--- config.mk ---
export PLATFORM = sky130hd
export DESIGN_NAME = pcc_regs
export DESIGN_NICKNAME = d
export VERILOG_FILES = /design/src/pcc_pkg.sv /design/src/pcc_regs.sv
export VERILOG_INCLUDE_DIRS = /design/src
export SDC_FILE = /design/constraint.sdc
export NUM_CORES = 1
export LEC_CHECK = 0
export BUFFER_PORTS_ARGS = -buffer_cell sky130_fd_sc_hd__buf_2
export CORE_MARGIN = 3
export CORE_UTILIZATION = 52
export CTS_BUF_LIST = sky130_fd_sc_hd__clkbuf_4
export DETAILED_ROUTE_END_ITERATION = 8
export PLACE_DENSITY = 0.92
export SETUP_SLACK_MARGIN = 0.4
export SYNTH_ARGS = -nofsm -noshare
export SYNTH_HDL_FRONTEND = slang
export SYNTH_SLANG_ARGS = --single-unit
--- constraint.sdc ---
create_clock -name CLK_SYS -period 2 [get_ports CLK_SYS]
set_input_delay 0.1 -clock CLK_SYS [delete_from_list [all_inputs] [get_ports CLK_SYS]]
set_output_delay 0.1 -clock CLK_SYS [all_outputs]
set_load 0.01 [all_outputs]
--- src/pcc_cfg.svh ---
// Purpose: constants for the copper control and status register pair
// Assumes: 10 MHz system clock
// Notes: offsets are management register numbers
`ifndef PCC_CFG_SVH
`define PCC_CFG_SVH

`define PCC_ADDR_W 5
`define PCC_DATA_W 16
`define PCC_OFS_CTRL 5'h00
`define PCC_OFS_STAT 5'h01

// control bit positions
`define PCC_CB_SRST 15
`define PCC_CB_SPD_LSB 13
`define PCC_CB_PWRDN 11
`define PCC_CB_RESTART 9
`define PCC_CB_DUPLEX 8
`define PCC_CB_COLTEST 7
`define PCC_CB_SPD_MSB 6

// status bit positions
`define PCC_SB_ANEG_DONE 5
`define PCC_SB_RFAULT 4
`define PCC_SB_LINK 2
`define PCC_SB_JABBER 1

// fixed status bits: abilities, extended status, preamble suppression
`define PCC_STAT_FIXED 16'h7949

// reset values
`define PCC_RST_DUPLEX 1'h1
`define PCC_RST_SPEED 2'h2
`define PCC_RST_PWRDN 1'h0

// software reset duration
`define PCC_CLK_NS 100
`define PCC_SRST_NS 1000
`define PCC_SRST_CYC ((`PCC_SRST_NS + `PCC_CLK_NS - 1) / `PCC_CLK_NS)
`define PCC_CNT_W 8

`endif

--- src/pcc_pkg.sv ---
// Purpose: types for the copper control and status register pair
// Assumes: constants come from pcc_cfg.svh
// Notes: none
`include "pcc_cfg.svh"
package pcc_pkg;
   typedef struct packed {
      logic aneg_done;
      logic remote_fault;
      logic link_up;
      logic jabber;
   } pcc_cond_t;

   typedef struct packed {
      logic [`PCC_ADDR_W-1:0] addr;
      logic wr;
      logic rd;
      logic [`PCC_DATA_W-1:0] wdata;
   } pcc_mgmt_req_t;

   typedef enum logic {
      PCC_RUN = 1'b0,
      PCC_SRST = 1'b1
   } pcc_state_t;
endpackage

--- src/pcc_regs.sv ---
// Purpose: copper control (reset, speed, power down, restart, duplex, coltest) and status regs
// Assumes: management requests are decoded frames on the system clock
// Notes: hw negotiation request is an asynchronous pin
`timescale 1ns/1ps
`include "pcc_cfg.svh"
module pcc_regs
   import pcc_pkg::*;
(
   input wire logic CLK_SYS,
   input wire logic RST_N,
   input wire pcc_mgmt_req_t MGMT_REQ,
   output logic [`PCC_DATA_W-1:0] MGMT_RDATA,
   output logic MGMT_RVALID,
   input wire logic HW_NEGOTIATION_REQUEST_INPUT,
   input wire pcc_cond_t PHY_COND,
   output logic ANEG_RESTART,
   output logic SOFT_RESET,
   output logic POWER_DOWN,
   output logic ACTIVE_DUPLEX,
   output logic [1:0] ACTIVE_SPEED
);
   localparam int SRST_LEN = `PCC_SRST_CYC;
   localparam int SRST_HOLD = SRST_LEN - 1;
   localparam int CNT_W = `PCC_CNT_W;
   localparam logic [CNT_W-1:0] SRST_LAST = CNT_W'(SRST_HOLD);

   logic sync1_q, sync2_q, sync3_q, req_lvl_q, req_lvl_d;
   logic init_q, init_d;
   pcc_state_t st_q, st_d;
   logic [`PCC_CNT_W-1:0] cnt_q, cnt_d;
   logic restart_q, restart_d, aneg_q, aneg_d;
   logic pd_q, pd_d;
   logic dup_q, dup_d, act_dup_q, act_dup_d;
   logic [1:0] spd_q, spd_d, act_spd_q, act_spd_d;
   logic anc_q, anc_d, rf_q, rf_d, link_q, link_d, jab_q, jab_d;
   logic [`PCC_DATA_W-1:0] rdata_q, rdata_d;
   logic rvalid_q, rvalid_d;
   logic req_rise, ctrl_wr, stat_rd, srst_start, srst_done, load;

   // pin synchroniser, only the 2nd and 3rd stages are compared
   always_ff @(posedge CLK_SYS or negedge RST_N) begin
      if (!RST_N) begin
         sync1_q <= 1'b0;
         sync2_q <= 1'b0;
         sync3_q <= 1'b0;
      end else begin
         sync1_q <= HW_NEGOTIATION_REQUEST_INPUT;
         sync2_q <= sync1_q;
         sync3_q <= sync2_q;
      end
   end

   always_comb begin
      req_lvl_d = req_lvl_q;
      if (sync2_q == sync3_q) begin
         req_lvl_d = sync2_q;
      end
      req_rise = req_lvl_d & ~req_lvl_q;
      ctrl_wr = MGMT_REQ.wr && (MGMT_REQ.addr == `PCC_OFS_CTRL);
      stat_rd = MGMT_REQ.rd && (MGMT_REQ.addr == `PCC_OFS_STAT);
      init_d = 1'b0;
      st_d = st_q;
      cnt_d = cnt_q;
      pd_d = pd_q;
      dup_d = dup_q;
      spd_d = spd_q;
      if (ctrl_wr) begin
         pd_d = MGMT_REQ.wdata[`PCC_CB_PWRDN];
         dup_d = MGMT_REQ.wdata[`PCC_CB_DUPLEX];
         spd_d = {MGMT_REQ.wdata[`PCC_CB_SPD_MSB],
                  MGMT_REQ.wdata[`PCC_CB_SPD_LSB]};
      end
      // explicit reset request or power-down exit
      srst_start = (st_q == PCC_RUN) && ctrl_wr &&
         (MGMT_REQ.wdata[`PCC_CB_SRST] || (pd_q && !pd_d));
      srst_done = 1'b0;
      case (st_q)
         PCC_RUN: begin
            if (srst_start) begin
               st_d = PCC_SRST;
               cnt_d = SRST_LAST;
            end
         end
         PCC_SRST: begin
            if (cnt_q == '0) begin
               st_d = PCC_RUN;
               srst_done = 1'b1;
            end else begin
               cnt_d = cnt_q - 1'b1;
            end
         end
         default: st_d = PCC_RUN;
      endcase
      // a restart fires once out of reset; new requests win over the clear
      aneg_d = restart_q && (st_q == PCC_RUN);
      restart_d = restart_q && !aneg_d;
      if ((ctrl_wr && MGMT_REQ.wdata[`PCC_CB_RESTART]) || req_rise ||
          init_q || srst_done) begin
         restart_d = 1'b1;
      end
      load = srst_start || aneg_d;
      act_dup_d = load ? dup_d : act_dup_q;
      act_spd_d = load ? spd_d : act_spd_q;
      // status: negotiation complete is live, others latching; conditions set ahead of read clears
      anc_d = PHY_COND.aneg_done;
      rf_d = PHY_COND.remote_fault | (rf_q & ~stat_rd);
      jab_d = PHY_COND.jabber | (jab_q & ~stat_rd);
      link_d = stat_rd ? PHY_COND.link_up :
         (link_q & PHY_COND.link_up);
      if (srst_start || st_q == PCC_SRST) begin
         anc_d = 1'b0;
         rf_d = 1'b0;
         jab_d = 1'b0;
         link_d = 1'b0;
      end
      rdata_d = '0;
      if (MGMT_REQ.rd && MGMT_REQ.addr == `PCC_OFS_CTRL) begin
         rdata_d[`PCC_CB_SRST] = (st_q == PCC_SRST);
         rdata_d[`PCC_CB_SPD_LSB] = spd_q[0];
         rdata_d[`PCC_CB_PWRDN] = pd_q;
         rdata_d[`PCC_CB_RESTART] = restart_q;
         rdata_d[`PCC_CB_DUPLEX] = dup_q;
         rdata_d[`PCC_CB_COLTEST] = 1'b0;
         rdata_d[`PCC_CB_SPD_MSB] = spd_q[1];
      end else if (stat_rd) begin
         rdata_d = `PCC_STAT_FIXED;
         rdata_d[`PCC_SB_ANEG_DONE] = anc_q;
         rdata_d[`PCC_SB_RFAULT] = rf_q;
         rdata_d[`PCC_SB_LINK] = link_q;
         rdata_d[`PCC_SB_JABBER] = jab_q;
      end
      rvalid_d = MGMT_REQ.rd;
   end

   always_ff @(posedge CLK_SYS or negedge RST_N) begin
      if (!RST_N) begin
         req_lvl_q <= 1'b0;
         init_q <= 1'b1;
         st_q <= PCC_RUN;
         cnt_q <= '0;
         restart_q <= 1'b0;
         aneg_q <= 1'b0;
         pd_q <= `PCC_RST_PWRDN;
         dup_q <= `PCC_RST_DUPLEX;
         spd_q <= `PCC_RST_SPEED;
         act_dup_q <= `PCC_RST_DUPLEX;
         act_spd_q <= `PCC_RST_SPEED;
         anc_q <= 1'b0;
         rf_q <= 1'b0;
         link_q <= 1'b0;
         jab_q <= 1'b0;
         rdata_q <= '0;
         rvalid_q <= 1'b0;
      end else begin
         req_lvl_q <= req_lvl_d;
         init_q <= init_d;
         st_q <= st_d;
         cnt_q <= cnt_d;
         restart_q <= restart_d;
         aneg_q <= aneg_d;
         pd_q <= pd_d;
         dup_q <= dup_d;
         spd_q <= spd_d;
         act_dup_q <= act_dup_d;
         act_spd_q <= act_spd_d;
         anc_q <= anc_d;
         rf_q <= rf_d;
         link_q <= link_d;
         jab_q <= jab_d;
         rdata_q <= rdata_d;
         rvalid_q <= rvalid_d;
      end
   end

   assign MGMT_RDATA = rdata_q;
   assign MGMT_RVALID = rvalid_q;
   assign ANEG_RESTART = aneg_q;
   assign SOFT_RESET = (st_q == PCC_SRST);
   assign POWER_DOWN = pd_q;
   assign ACTIVE_DUPLEX = act_dup_q;
   assign ACTIVE_SPEED = act_spd_q;

   chk_restart_pulse: assert property (
      @(posedge CLK_SYS) disable iff (!RST_N)
      restart_q && st_q == PCC_RUN |=> ANEG_RESTART)
      else $error("restart bit did not pulse negotiation");
   chk_hwreq_sets: assert property (
      @(posedge CLK_SYS) disable iff (!RST_N)
      req_rise |=> restart_q)
      else $error("hw request edge did not set restart");
   chk_srst_aneg: assert property (
      @(posedge CLK_SYS) disable iff (!RST_N)
      $fell(SOFT_RESET) |-> restart_q ##1 ANEG_RESTART)
      else $error("no negotiation restart after soft reset");
   chk_dup_defer: assert property (
      @(posedge CLK_SYS) disable iff (!RST_N)
      $changed(ACTIVE_DUPLEX) |-> $past(load))
      else $error("duplex changed without update event");
   chk_spd_defer: assert property (
      @(posedge CLK_SYS) disable iff (!RST_N)
      $changed(ACTIVE_SPEED) |-> $past(load))
      else $error("speed changed without update event");
   chk_coll_zero: assert property (
      @(posedge CLK_SYS) disable iff (!RST_N)
      MGMT_RVALID |-> !MGMT_RDATA[`PCC_CB_COLTEST])
      else $error("collision test bit read as one");
   chk_stat_fixed: assert property (
      @(posedge CLK_SYS) disable iff (!RST_N)
      stat_rd |=> MGMT_RVALID && (MGMT_RDATA & 16'hFFC9) == `PCC_STAT_FIXED)
      else $error("fixed status bits wrong");
   chk_anc_live: assert property (
      @(posedge CLK_SYS) disable iff (!RST_N)
      st_q == PCC_RUN && !srst_start |=> anc_q == $past(PHY_COND.aneg_done))
      else $error("negotiation complete not live");
   chk_rf_latch: assert property (
      @(posedge CLK_SYS) disable iff (!RST_N)
      PHY_COND.remote_fault && st_q == PCC_RUN && !srst_start |=> rf_q)
      else $error("remote fault not latched");
   chk_link_low: assert property (
      @(posedge CLK_SYS) disable iff (!RST_N)
      !PHY_COND.link_up |=> !link_q)
      else $error("link down not latched low");
   chk_jab_hold: assert property (
      @(posedge CLK_SYS) disable iff (!RST_N)
      jab_q && !stat_rd && st_q == PCC_RUN && !srst_start |=> jab_q)
      else $error("jabber latch lost before read");
   chk_srst_len: assert property (
      @(posedge CLK_SYS) disable iff (!RST_N)
      $rose(SOFT_RESET) |-> ##SRST_HOLD SOFT_RESET ##1 !SOFT_RESET)
      else $error("soft reset length wrong");
   chk_pd_exit: assert property (
      @(posedge CLK_SYS) disable iff (!RST_N)
      $fell(POWER_DOWN) && !$past(SOFT_RESET) |-> SOFT_RESET)
      else $error("power down exit without soft reset");
   chk_read_clear: assert property (
      @(posedge CLK_SYS) disable iff (!RST_N)
      stat_rd && !PHY_COND.remote_fault |=> !rf_q)
      else $error("remote fault not cleared by read");
endmodule // pcc_regs

---- Word-level counts from Yosys, hierarchy flattened ----
Index checks and enable logic that the tools add are counted.
operators by class
  add/sub/neg operators ................... 1
  equality and inequality tests ........... 4
  muxes and demuxes ....................... 27
  bitwise logic cells ..................... 9
  reduce and logical (&&, ||, !) cells .... 20
operators with widths
  cell                                                 number
  two-way mux 1 bit                                    19
  two-way mux 8 bit                                    2
  case mux 8 bit (2 select lines)                      1
  two-way mux 15 bit                                   1
  logical AND 1 bit                                    9
  logical NOT 8 bit                                    1
  subtractor 8 x 1 -> 8 bit, second input constant     1
  logical OR 1 bit                                     6
  two-way mux 6 bit                                    1
  equality test 5 x 1 -> 1 bit, second input constant  1
  logical NOT 5 bit                                    1
  AND 1 bit                                            4
  two-way mux 4 bit                                    1
  != test 2 bit, second input constant                 2
  NOT 1 bit                                            3
  logical NOT 1 bit                                    2
  two-way mux 2 bit                                    1
  bitwise OR 1 bit                                     2
  case mux 1 bit (2 select lines)                      1
  AND reduction 2 bit                                  1
  equality test 1 bit                                  1
storage, ports and cells
  flip-flop bits (word level) ............. 44
  bits of input ports ..................... 30
  output and inout bits ................... 23

---- Depth between registers and ports, before layout ----
Gate-level depths: netlist of run 1.
  depth in word-level cells ............... 9
  gate-level depth with buffers ........... 6

---- Least setup slack after synthesis of run 1 ----
Ideal clock, no wire load.
  path kind ............................... reg-to-reg
  from .................................... reg pd_q (netlist: POWER_DOWN)
  to ...................................... reg act_spd_q[0] (netlist: ACTIVE_SPEED[0])
  arrival time ............................ 1.616 ns
  path slack .............................. 0.259 ns
  stages on the path, launching flop included .. 5
  clock period less this slack ............ 1.741 ns
  cells stage by stage .................... dfrtp_1 -> or2b_2 -> a2111o_1 -> nand2b_2 -> mux2_2
on the way
  cells in the longest elaborated chain, start to end .. 6
ends and longest elaborated chain
  what                      RTL line         text
  start: declaration        pcc_regs.sv:32   logic pd_q, pd_d;
  start signal: assignment  pcc_regs.sv:143  pd_q <= `PCC_RST_PWRDN;
  start signal: assignment  pcc_regs.sv:161  pd_q <= pd_d;
  two-way mux 1 bit         pcc_regs.sv:67   if (ctrl_wr) begin
  logical NOT 1 bit         pcc_regs.sv:75   (MGMT_REQ.wdata[`PCC_CB_SRST] || (pd_q && !pd_d));
  logical AND 1 bit *       pcc_regs.sv:75
  logical OR 1 bit *        pcc_regs.sv:75
  logical AND 1 bit *       pcc_regs.sv:74   srst_start = (st_q == PCC_RUN) && ctrl_wr &&
  logical OR 1 bit *        pcc_regs.sv:101  load = srst_start || aneg_d;
  end signal: assignment    pcc_regs.sv:147  act_spd_q <= `PCC_RST_SPEED;
  end signal: assignment    pcc_regs.sv:165  act_spd_q <= act_spd_d;
  end: declaration          pcc_regs.sv:34   logic [1:0] spd_q, spd_d, act_spd_q, act_spd_d;
Every way passes the cells marked *; elsewhere a longest branch is shown, timed or not.
A chain may end at the register's enable or synchronous reset.

---- Worst setup path after layout of run 1 ----
Same ends and word-level chain as after synthesis.

==> Flow_metrics.wiki, run 1 <==
{| class="wikitable"
! Metric !! Value
|-
| Maximum cell stage delay along the critical path || 0.44 ns
|-
| Main synth FF type || sky130_fd_sc_hd__dfrtp_1
|-
| Critical register-to-register path startpoint || POWER_DOWN
|-
| Clock transition at path regs || 0.11 ns
|-
| Half-perimeter wire length after detailed placement || 2437 um
|-
| Placed inst area || 1888 sq um
|-
| Overall overflow remaining after global route || 0
|-
| Post-synthesis instance total || 134
|-
| CTS sink count || 39
|-
| Power density relative to cell area || 983.6 nW/um^2
|-
| Number of synthesized flops with an enable pin || 0
|-
| Total Wirelength || 3703 um
|-
| Synthesized cell area || 1634 sq um
|-
| Slew at the pin with the worst max-slew slack || 0.8327 ns
|-
| Final max-slew violation count || 0
|-
| Hold/Removal Path Class || in2reg
|-
| Final design instance area without fill || 2120 sq um
|-
| Arr. time, crit path || 1.85 ns
|-
| Final setup violating endpoints || 0
|-
| Final Hold Violating Endpoints || 1
|-
| Antenna violations before repair || 0
|-
| Number of distinct library cells after synthesis || 36
|-
| Largest fanout of any net on the critical path || 3
|-
| Status || finished with violations
|-
| Seq/Total Area, Yosys || 60.11%
|-
| DR WL/cell || 15.62 um
|-
| Die outline width || 62.06 um
|-
| Clock Skews || 0.008516 ns
|-
| Number of top-level design ports || 53
|-
| Share of async-settable or async-resettable flops after synthesis || 100.0%
|-
| Number of violations of the max-capacitance limit || 0
|-
| Highest clock frequency the design can meet || 620.0 MHz
|-
| Worst vdd ir || 0.6158 mV
|-
| Crit-path slowest cell || sky130_fd_sc_hd__a2111o_1
|-
| Global-route total usage across every layer || 20.89%
|-
| Source-to-sink clock delay at the later pin of the worst-skew pair || 0.35 ns
|-
| Ant diodes || 0
|-
| Maximum number of pins on one net before global-route repair || 40
|-
| Setup Slack @ Placement || 0.1547 ns
|-
| Maximum buffer depth of the clock tree || 2
|-
| Layout cells sized above 1 || 43.59%
|-
| CP Launch Type || flop
|-
| Buffers and inverters on the worst path || 0
|-
| Aggregate negative setup slack || 0 ns
|-
| Cell with the most instances after synthesis || sky130_fd_sc_hd__dfrtp_1
|-
| Critical Path Source || POWER_DOWN
|-
| Number of buffers added by the clock tree synthesis step || 5
|-
| Average size of a mapped cell || 12.19 sq um
|-
| Number of I/O port buffers || 40
|-
| Worst path top cell family by delay || compound AO/OA/AOI/OAI gates
|-
| Std-Cell Core Area || 2877 sq um
|-
| Main area contributors after synthesis || sky130_fd_sc_hd__dfrtp_1, sky130_fd_sc_hd__dfstp_2, sky130_fd_sc_hd__mux2_2, sky130_fd_sc_hd__nor2_1, sky130_fd_sc_hd__buf_4
|-
| Type of the worst setup path || reg2reg
|-
| Final min period || 1.613 ns
|-
| Cell type with the largest total area after synthesis || sky130_fd_sc_hd__dfrtp_1
|-
| Global-route wire length before repair || 5554 um
|-
| Placer's final routability congestion estimate || 0.7509
|-
| Num rows || 19
|-
| First drt pass iteration count || 4
|-
| Hold path start || PHY_COND[1]
|-
| Via Count || 1223
|-
| Final net count || 226
|-
| Leading cell types by count after synthesis || sky130_fd_sc_hd__dfrtp_1, sky130_fd_sc_hd__nor2_1, sky130_fd_sc_hd__inv_1, sky130_fd_sc_hd__mux2_2
|-
| Die Ht || 62.06 um
|-
| Leakage dissipation || 1.042 nW
|-
| H-tree levels || 2
|-
| CP Data Required Time || 2.24 ns
|-
| Vias in the first global route || 1214
|-
| DRC violation count after routing || 0
|-
| Filler instances || 188
|-
| Setup repair after global routing missed its margin || yes
|-
| Detail-routed via count per cell || 5.160
|-
| Cell chain of the critical path || or2b_4 > a2111o_1 > nand2b_4 > mux2_4
|-
| Fraction of synthesized cell area taken by the top area cell type || 52.07%
|-
| Count of routing violations after the opening detailed-route iteration || 39
|-
| Root Buffer || sky130_fd_sc_hd__clkbuf_4
|-
| Violated checks || hold timing
|-
| Total of warnings raised by yosys || 0
|-
| Effective utilization at floorplan || 56.81%
|-
| Worst slack on hold paths || -0.005389 ns
|-
| Crit path setup slack, layout || 0.3872 ns
|-
| Total die area || 3851 sq um
|-
| Worst max-slew margin expressed relative to the limit || 44.48%
|-
| Final worst path period share || 80.64%
|-
| Area grow syn2layout || 29.71%
|-
| Number of nets still failing antenna checks after routing || 0
|-
| CTS tree || yes
|-
| Seq cells post-synth || 39
|-
| Kind of capture point of the worst setup path || flop
|}
timing repair:
item                       in CTS  in global routing
setup endpoints to repair       9                 13
setup buffers                   2                  6
resized for setup               5                  3
hold endpoints to repair       40                  0
pin swaps                       2                  3
hold buffers                    7                  0
flip-flops by register name (all words and copies together), names as in the netlist, 2 cells and up:
signal and cells:
MGMT_RDATA 11, cnt_q 8, ACTIVE_SPEED 2, spd_q 2
stage by stage:
step | utilization [%] | hold slack [ns] | cells | total power [mW]
floorplan | - | -0.1956 | 136 | 1.404
global placement | 65.64 | 0.2135 | 214 | 1.524
CTS | 71.64 | 0.001428 | 231 | 2.037
finish | 73.68 | -0.005389 | 237 | 2.085
global route | 73.68 | 0.004288 | 237 | 2.212
detailed placement | 65.64 | 0.2167 | 214 | 1.565
layout make-up:
| cell class | count | area (sq um) | share of cell area, % |
|---|---|---|---|
| clock buffer | 7 | 52.55 | 2.479 |
| clock inverter | 1 | 5.005 | 0.2361 |
| tap | 42 | 52.55 | 2.479 |
| timing repair buffer | 58 | 352.8 | 16.65 |
| inverter | 7 | 26.28 | 1.240 |
| sequential | 39 | 983.4 | 46.40 |
| multi-input combinational | 83 | 646.9 | 30.52 |
power by group:
part	switching, mW	leakage (nW)	internal [mW]
Clock	0.247	0.0361	0.164
Sequential	0.135	0.476	0.951
Combinational	0.282	0.530	0.305
Total	0.665	1.04	1.42
logic make-up after synthesis:
kind of cell / share of synthesized area (%)
multiplexers: 5.437
XOR/XNOR: 2.680
AND/OR/NAND/NOR: 16.46
AO/OA/AOI/OAI: 8.346
adder cells (fa/ha/maj): 2.144
flip-flops: 60.11
other: 0.2295
buffers and inverters: 4.594
placed cells by master (no fill, tap or decap), types with 3 or more instances in the layout:
| master | synthesis | final |
|---|---|---|
| sky130_fd_sc_hd__xnor2_1 | 5 | 5 |
| sky130_fd_sc_hd__and2_1 | 5 | 5 |
| sky130_fd_sc_hd__a21oi_1 | 5 | 4 |
| sky130_fd_sc_hd__mux2_2 | 7 | 4 |
| sky130_fd_sc_hd__inv_1 | 7 | 7 |
| sky130_fd_sc_hd__a211oi_1 | 4 | 3 |
| sky130_fd_sc_hd__clkbuf_4 | 0 | 7 |
| sky130_fd_sc_hd__dfstp_2 | 5 | 5 |
| sky130_fd_sc_hd__or2_2 | 3 | 3 |
| sky130_fd_sc_hd__dfrtp_1 | 34 | 33 |
| sky130_fd_sc_hd__buf_2 | 0 | 40 |
| sky130_fd_sc_hd__nor3_1 | 5 | 5 |
| sky130_fd_sc_hd__mux2_4 | 0 | 3 |
| sky130_fd_sc_hd__conb_1 | 1 | 3 |
| sky130_fd_sc_hd__nand2_1 | 6 | 6 |
| sky130_fd_sc_hd__buf_4 | 6 | 11 |
| sky130_fd_sc_hd__nor2_1 | 14 | 14 |
| sky130_fd_sc_hd__dlygate4sd3_1 | 0 | 7 |
metal layers:
layer	up-vias	global-route usage [%]	part of all wire, %
li1	572	-	-
met1	603	23.29	39
met2	40	35.50	53
met3	8	6.198	6.1
met4	0	11.52	2.3
met5	-	0	0
path summary, 6_finish.rpt:
kind | endpoint | slack, ns | cells after the start
worst max-delay path | ACTIVE_SPEED[0] | 0.39 | 4
worst min-delay path | link_q | -0.005 | 3
worst max register to register | ACTIVE_SPEED[0] | 0.39 | 4
worst min register to register | sync2_q | 0.36 | 0
max in group asynchronous | SOFT_RESET | 1.05 | 2
min in group asynchronous | MGMT_RDATA[2] | 0.37 | 2
worst register-to-register path, delay by kind of cell, from the launching register on:
kind | cells | cell delay, ns
AND/OR/NAND/NOR | 2 | 0.42
flip-flops | 1 | 0.35
multiplexers | 1 | 0.30
AO/OA/AOI/OAI | 1 | 0.44
No activity file was read; power rests on OpenSTA's default activity.
==> run 2: changes to the inputs <==
--- a/config.mk
+++ b/config.mk
@@ -6,12 +6,13 @@
 export SDC_FILE = /design/constraint.sdc
 export NUM_CORES = 1
 export LEC_CHECK = 0
+export ABC_AREA = 1
 export BUFFER_PORTS_ARGS = -buffer_cell sky130_fd_sc_hd__buf_2
 export CORE_MARGIN = 3
 export CORE_UTILIZATION = 52
 export CTS_BUF_LIST = sky130_fd_sc_hd__clkbuf_4
 export DETAILED_ROUTE_END_ITERATION = 8
-export PLACE_DENSITY = 0.92
+export PLACE_DENSITY = 0.91
 export SETUP_SLACK_MARGIN = 0.4
 export SYNTH_ARGS = -nofsm -noshare
 export SYNTH_HDL_FRONTEND = slang
==> constraint.sdc (replaced) <==
create_clock -name CLK_SYS -period 1.65 [get_ports CLK_SYS]
set_input_delay 0.0825 -clock CLK_SYS [delete_from_list [all_inputs] [get_ports CLK_SYS]]
set_output_delay 0.0825 -clock CLK_SYS [all_outputs]
set_load 0.01 [all_outputs]
==> run 2 against run 1 <==
  * Largest power group unchanged
  * Hold slack better by 0.10 ns
  * Critical path depth up 5
  * Non-clock buffer count up 1
  * The flow now finishes without violations
  * Critical path type unchanged
  * Core utilization down 1.7 points
  * Sequential power up 7%
  * Sequential cell count unchanged
  * Largest cell class unchanged
==> Flow_metrics.wiki, run 2 <==
{| class="wikitable"
! Metric !! Value
|-
| Vias in the first global route || 1377
|-
| Clock Skews || 0.003731 ns
|-
| Total internal power || 1.596 mW
|-
| Hold/Removal Path Class || in2reg
|-
| Top cell by count, worst path || sky130_fd_sc_hd__nand2_2
|-
| Sequential fraction of design power || 47.2%
|-
| Die Ht || 63.50 um
|-
| Num rows || 20
|-
| Leading cell types in the layout, fill and taps excluded || sky130_fd_sc_hd__nand2_1, sky130_fd_sc_hd__buf_2, sky130_fd_sc_hd__dfrtp_1, sky130_fd_sc_hd__inv_1, sky130_fd_sc_hd__nor2_1
|-
| Number of flip-flops under the largest register name || 11
|-
| Number of nets still failing antenna checks after routing || 0
|-
| Seq/Total Area, Yosys || 57.13%
|-
| Count of routing violations after the opening detailed-route iteration || 54
|-
| Cell with the most instances after synthesis || sky130_fd_sc_hd__nand2_1
|-
| Worst slack on hold paths || 0.09748 ns
|-
| Share of async-settable or async-resettable flops after synthesis || 100.0%
|-
| Count of placed standard cells including taps || 271
|-
| Layout Cells excl Fill || 297
|-
| Largest fanout of any net on the critical path || 6
|-
| Power density relative to cell area || 1107 nW/um^2
|-
| Ant diodes || 0
|-
| Final max-slew violation count || 0
|-
| Synthesized cell area || 1719 sq um
|-
| Total power of the final layout || 2.470 mW
|-
| Portion of total power attributed to combinational logic || 34.0%
|-
| CP Data Required Time || 1.90 ns
|-
| Setup repair after global routing missed its margin || yes
|-
| Maximum number of pins on one net before global-route repair || 40
|-
| Final core utilization || 71.94%
|-
| Placer's final routability congestion estimate || 0.8311
|-
| Global-route total usage across every layer || 19.38%
|-
| Final min period || 1.340 ns
|-
| Clock group share of total power || 18.8%
|-
| CP Launch Type || flop
|-
| Effective utilization at floorplan || 55.40%
|-
| Leakage dissipation || 1.240 nW
|-
| Clock transition at path regs || 0.11 ns
|-
| Switching power as a share of total power || 35.38%
|-
| Antenna violations before repair || 0
|-
| Footprint of the multi-input gates || 654.4 sq um
|-
| Arr. time, crit path || 1.59 ns
|-
| Number of synthesized flops with an enable pin || 0
|-
| Global-route wire length before repair || 6051 um
|-
| Final net count || 284
|-
| Number of buffers added by the clock tree synthesis step || 5
|-
| Main area contributors after synthesis || sky130_fd_sc_hd__dfrtp_1, sky130_fd_sc_hd__nand2_1, sky130_fd_sc_hd__dfstp_2, sky130_fd_sc_hd__inv_1, sky130_fd_sc_hd__nor2_1
|-
| Number of I/O port buffers || 40
|-
| Source-to-sink clock delay at the later pin of the worst-skew pair || 0.35 ns
|-
| Number of top-level design ports || 53
|-
| Die outline width || 63.50 um
|-
| Detail-routed via count per cell || 4.811
|-
| CTS tree || yes
|-
| Average size of a mapped cell || 9.001 sq um
|-
| Root Buffer || sky130_fd_sc_hd__clkbuf_4
|-
| Layout cells sized above 1 || 33.60%
|-
| Maximum cell stage delay along the critical path || 0.41 ns
|-
| Aggregate negative setup slack || 0 ns
|-
| Total of warnings raised by yosys || 0
|-
| Half-perimeter wire length after detailed placement || 2295 um
|-
| Final Hold Violating Endpoints || 0
|-
| Filler instances || 228
|-
| Net switching power of the design || 0.8739 mW
|-
| Std-Cell Core Area || 3103 sq um
|-
| Worst vdd ir || 0.7127 mV
|-
| Via Count || 1429
|-
| Seq cells post-synth || 39
|-
| Cell chain of the critical path || inv_2 > ha_4 > nand2_2 > nor2_2 > nand2_2 > nand2_4 > nand2_4 > nand2_2 > nand2_1
|-
| Total Wirelength || 3854 um
|-
| Highest clock frequency the design can meet || 746.1 MHz
|-
| Number of violations of the max-capacitance limit || 0
|-
| Post-synthesis instance total || 191
|-
| Area grow syn2layout || 29.84%
|-
| First drt pass iteration count || 5
|-
| Type of the worst setup path || reg2reg
|-
| Fraction of synthesized cell area taken by the top area cell type || 49.49%
|-
| Commonest non-fill, non-tap cell in the layout || sky130_fd_sc_hd__nand2_1
|-
| Leading cell types by count after synthesis || sky130_fd_sc_hd__nand2_1, sky130_fd_sc_hd__dfrtp_1, sky130_fd_sc_hd__inv_1
|-
| H-tree levels || 2
|-
| Final worst path period share || 81.23%
|-
| Kind of capture point of the worst setup path || flop
|-
| DR WL/cell || 12.98 um
|-
| Number of distinct library cells after synthesis || 26
|-
| Cell type with the largest total area after synthesis || sky130_fd_sc_hd__dfrtp_1
|-
| Crit-path slowest cell || sky130_fd_sc_hd__dfrtp_1
|-
| Status || finished, final reports clean
|-
| Final setup violating endpoints || 0
|-
| Maximum buffer depth of the clock tree || 2
|-
| Overall overflow remaining after global route || 0
|-
| CTS sink count || 39
|-
| DRC violation count after routing || 0
|-
| Total die area || 4032 sq um
|-
| Main synth FF type || sky130_fd_sc_hd__dfrtp_1
|-
| Footprint of the flip-flops and latches || 983.4 sq um
|}
run 2: changes by cell type after synthesis, sizes merged, moves of 7 or more:
cell	previous run	this run
mux2	7	0
nand2	6	51
nor2	14	27
nand3	1	19
inv	7	27
run 2: metrics by stage:
stage	setup slack [ns]	instance area, sq um
2_1_floorplan	0.4049	1727
3_3_place_gp	0.2791	1938
3_5_place_dp	0.2414	1938
4_1_cts	0.3126	2167
5_1_grt	0.2052	2232
6_report	0.3098	2232
run 2: metal layers:
| layer | global-route usage (%) | part of all wire, % | vias up |
|---|---|---|---|
| li1 | - | - | 703 |
| met1 | 22.46 | 41 | 667 |
| met2 | 34.16 | 51 | 50 |
| met3 | 3.743 | 5.9 | 9 |
| met4 | 9.164 | 2.2 | 0 |
| met5 | 0 | 0 | - |
run 2: critical path: cells and delay by family, from the launching register on:
family                   cells  cell delay [ns]
AND/OR/NAND/NOR              7             0.62
adder cells (fa/ha/maj)      1             0.12
buffers and inverters        1             0.09
flip-flops                   1             0.41
run 2: area by class of cell:
| type | instances | area share, % |
|---|---|---|
| inverter | 27 | 4.540 |
| multi-input combinational | 120 | 29.32 |
| sequential | 39 | 44.06 |
| tap | 44 | 2.466 |
| clock buffer | 5 | 1.682 |
| timing repair buffer | 59 | 17.26 |
| clock inverter | 3 | 0.6726 |
run 2: timing repair:
item	4_1_cts	5_1_grt
hold buffers	12	0
resized for setup	2	17
setup buffers	5	0
pin swaps	4	8
endpoints found under the setup margin	9	17
cloned	0	1
endpoints found under the hold margin	45	0
run 2: power groups by stage:
stage	registers [mW]	clock network (mW)	logic, mW
2_1_floorplan	1.18	0	0.444
3_3_place_gp	1.18	0	0.592
3_5_place_dp	1.18	0	0.608
4_1_cts	1.16	0.473	0.700
5_1_grt	1.18	0.508	0.952
6_report	1.17	0.465	0.840
run 2: worst paths after layout:
| path | slack, ns | from | depth (start not counted) | to |
|---|---|---|---|---|
| worst min-delay path | 0.1 | MGMT_REQ[16] | 5 | MGMT_RDATA[6] |
| worst max register to register | 0.31 | cnt_q[1] | 9 | cnt_q[2] |
| worst max-delay path | 0.31 | cnt_q[1] | 9 | cnt_q[2] |
| worst min register to register | 0.37 | sync1_q | 0 | sync2_q |
| min in group asynchronous | 0.29 | RST_N | 3 | cnt_q[5] |
| max in group asynchronous | 1.00 | RST_N | 3 | init_q |
run 2: cell families after synthesis:
family / Yosys count / share of synthesized area, %
other: 1 / 0.2181
flip-flops: 39 / 57.13
AO/OA/AOI/OAI: 11 / 3.493
buffers and inverters: 35 / 9.316
AND/OR/NAND/NOR: 100 / 26.78
adder cells (fa/ha/maj): 3 / 2.038
XOR/XNOR: 2 / 1.019
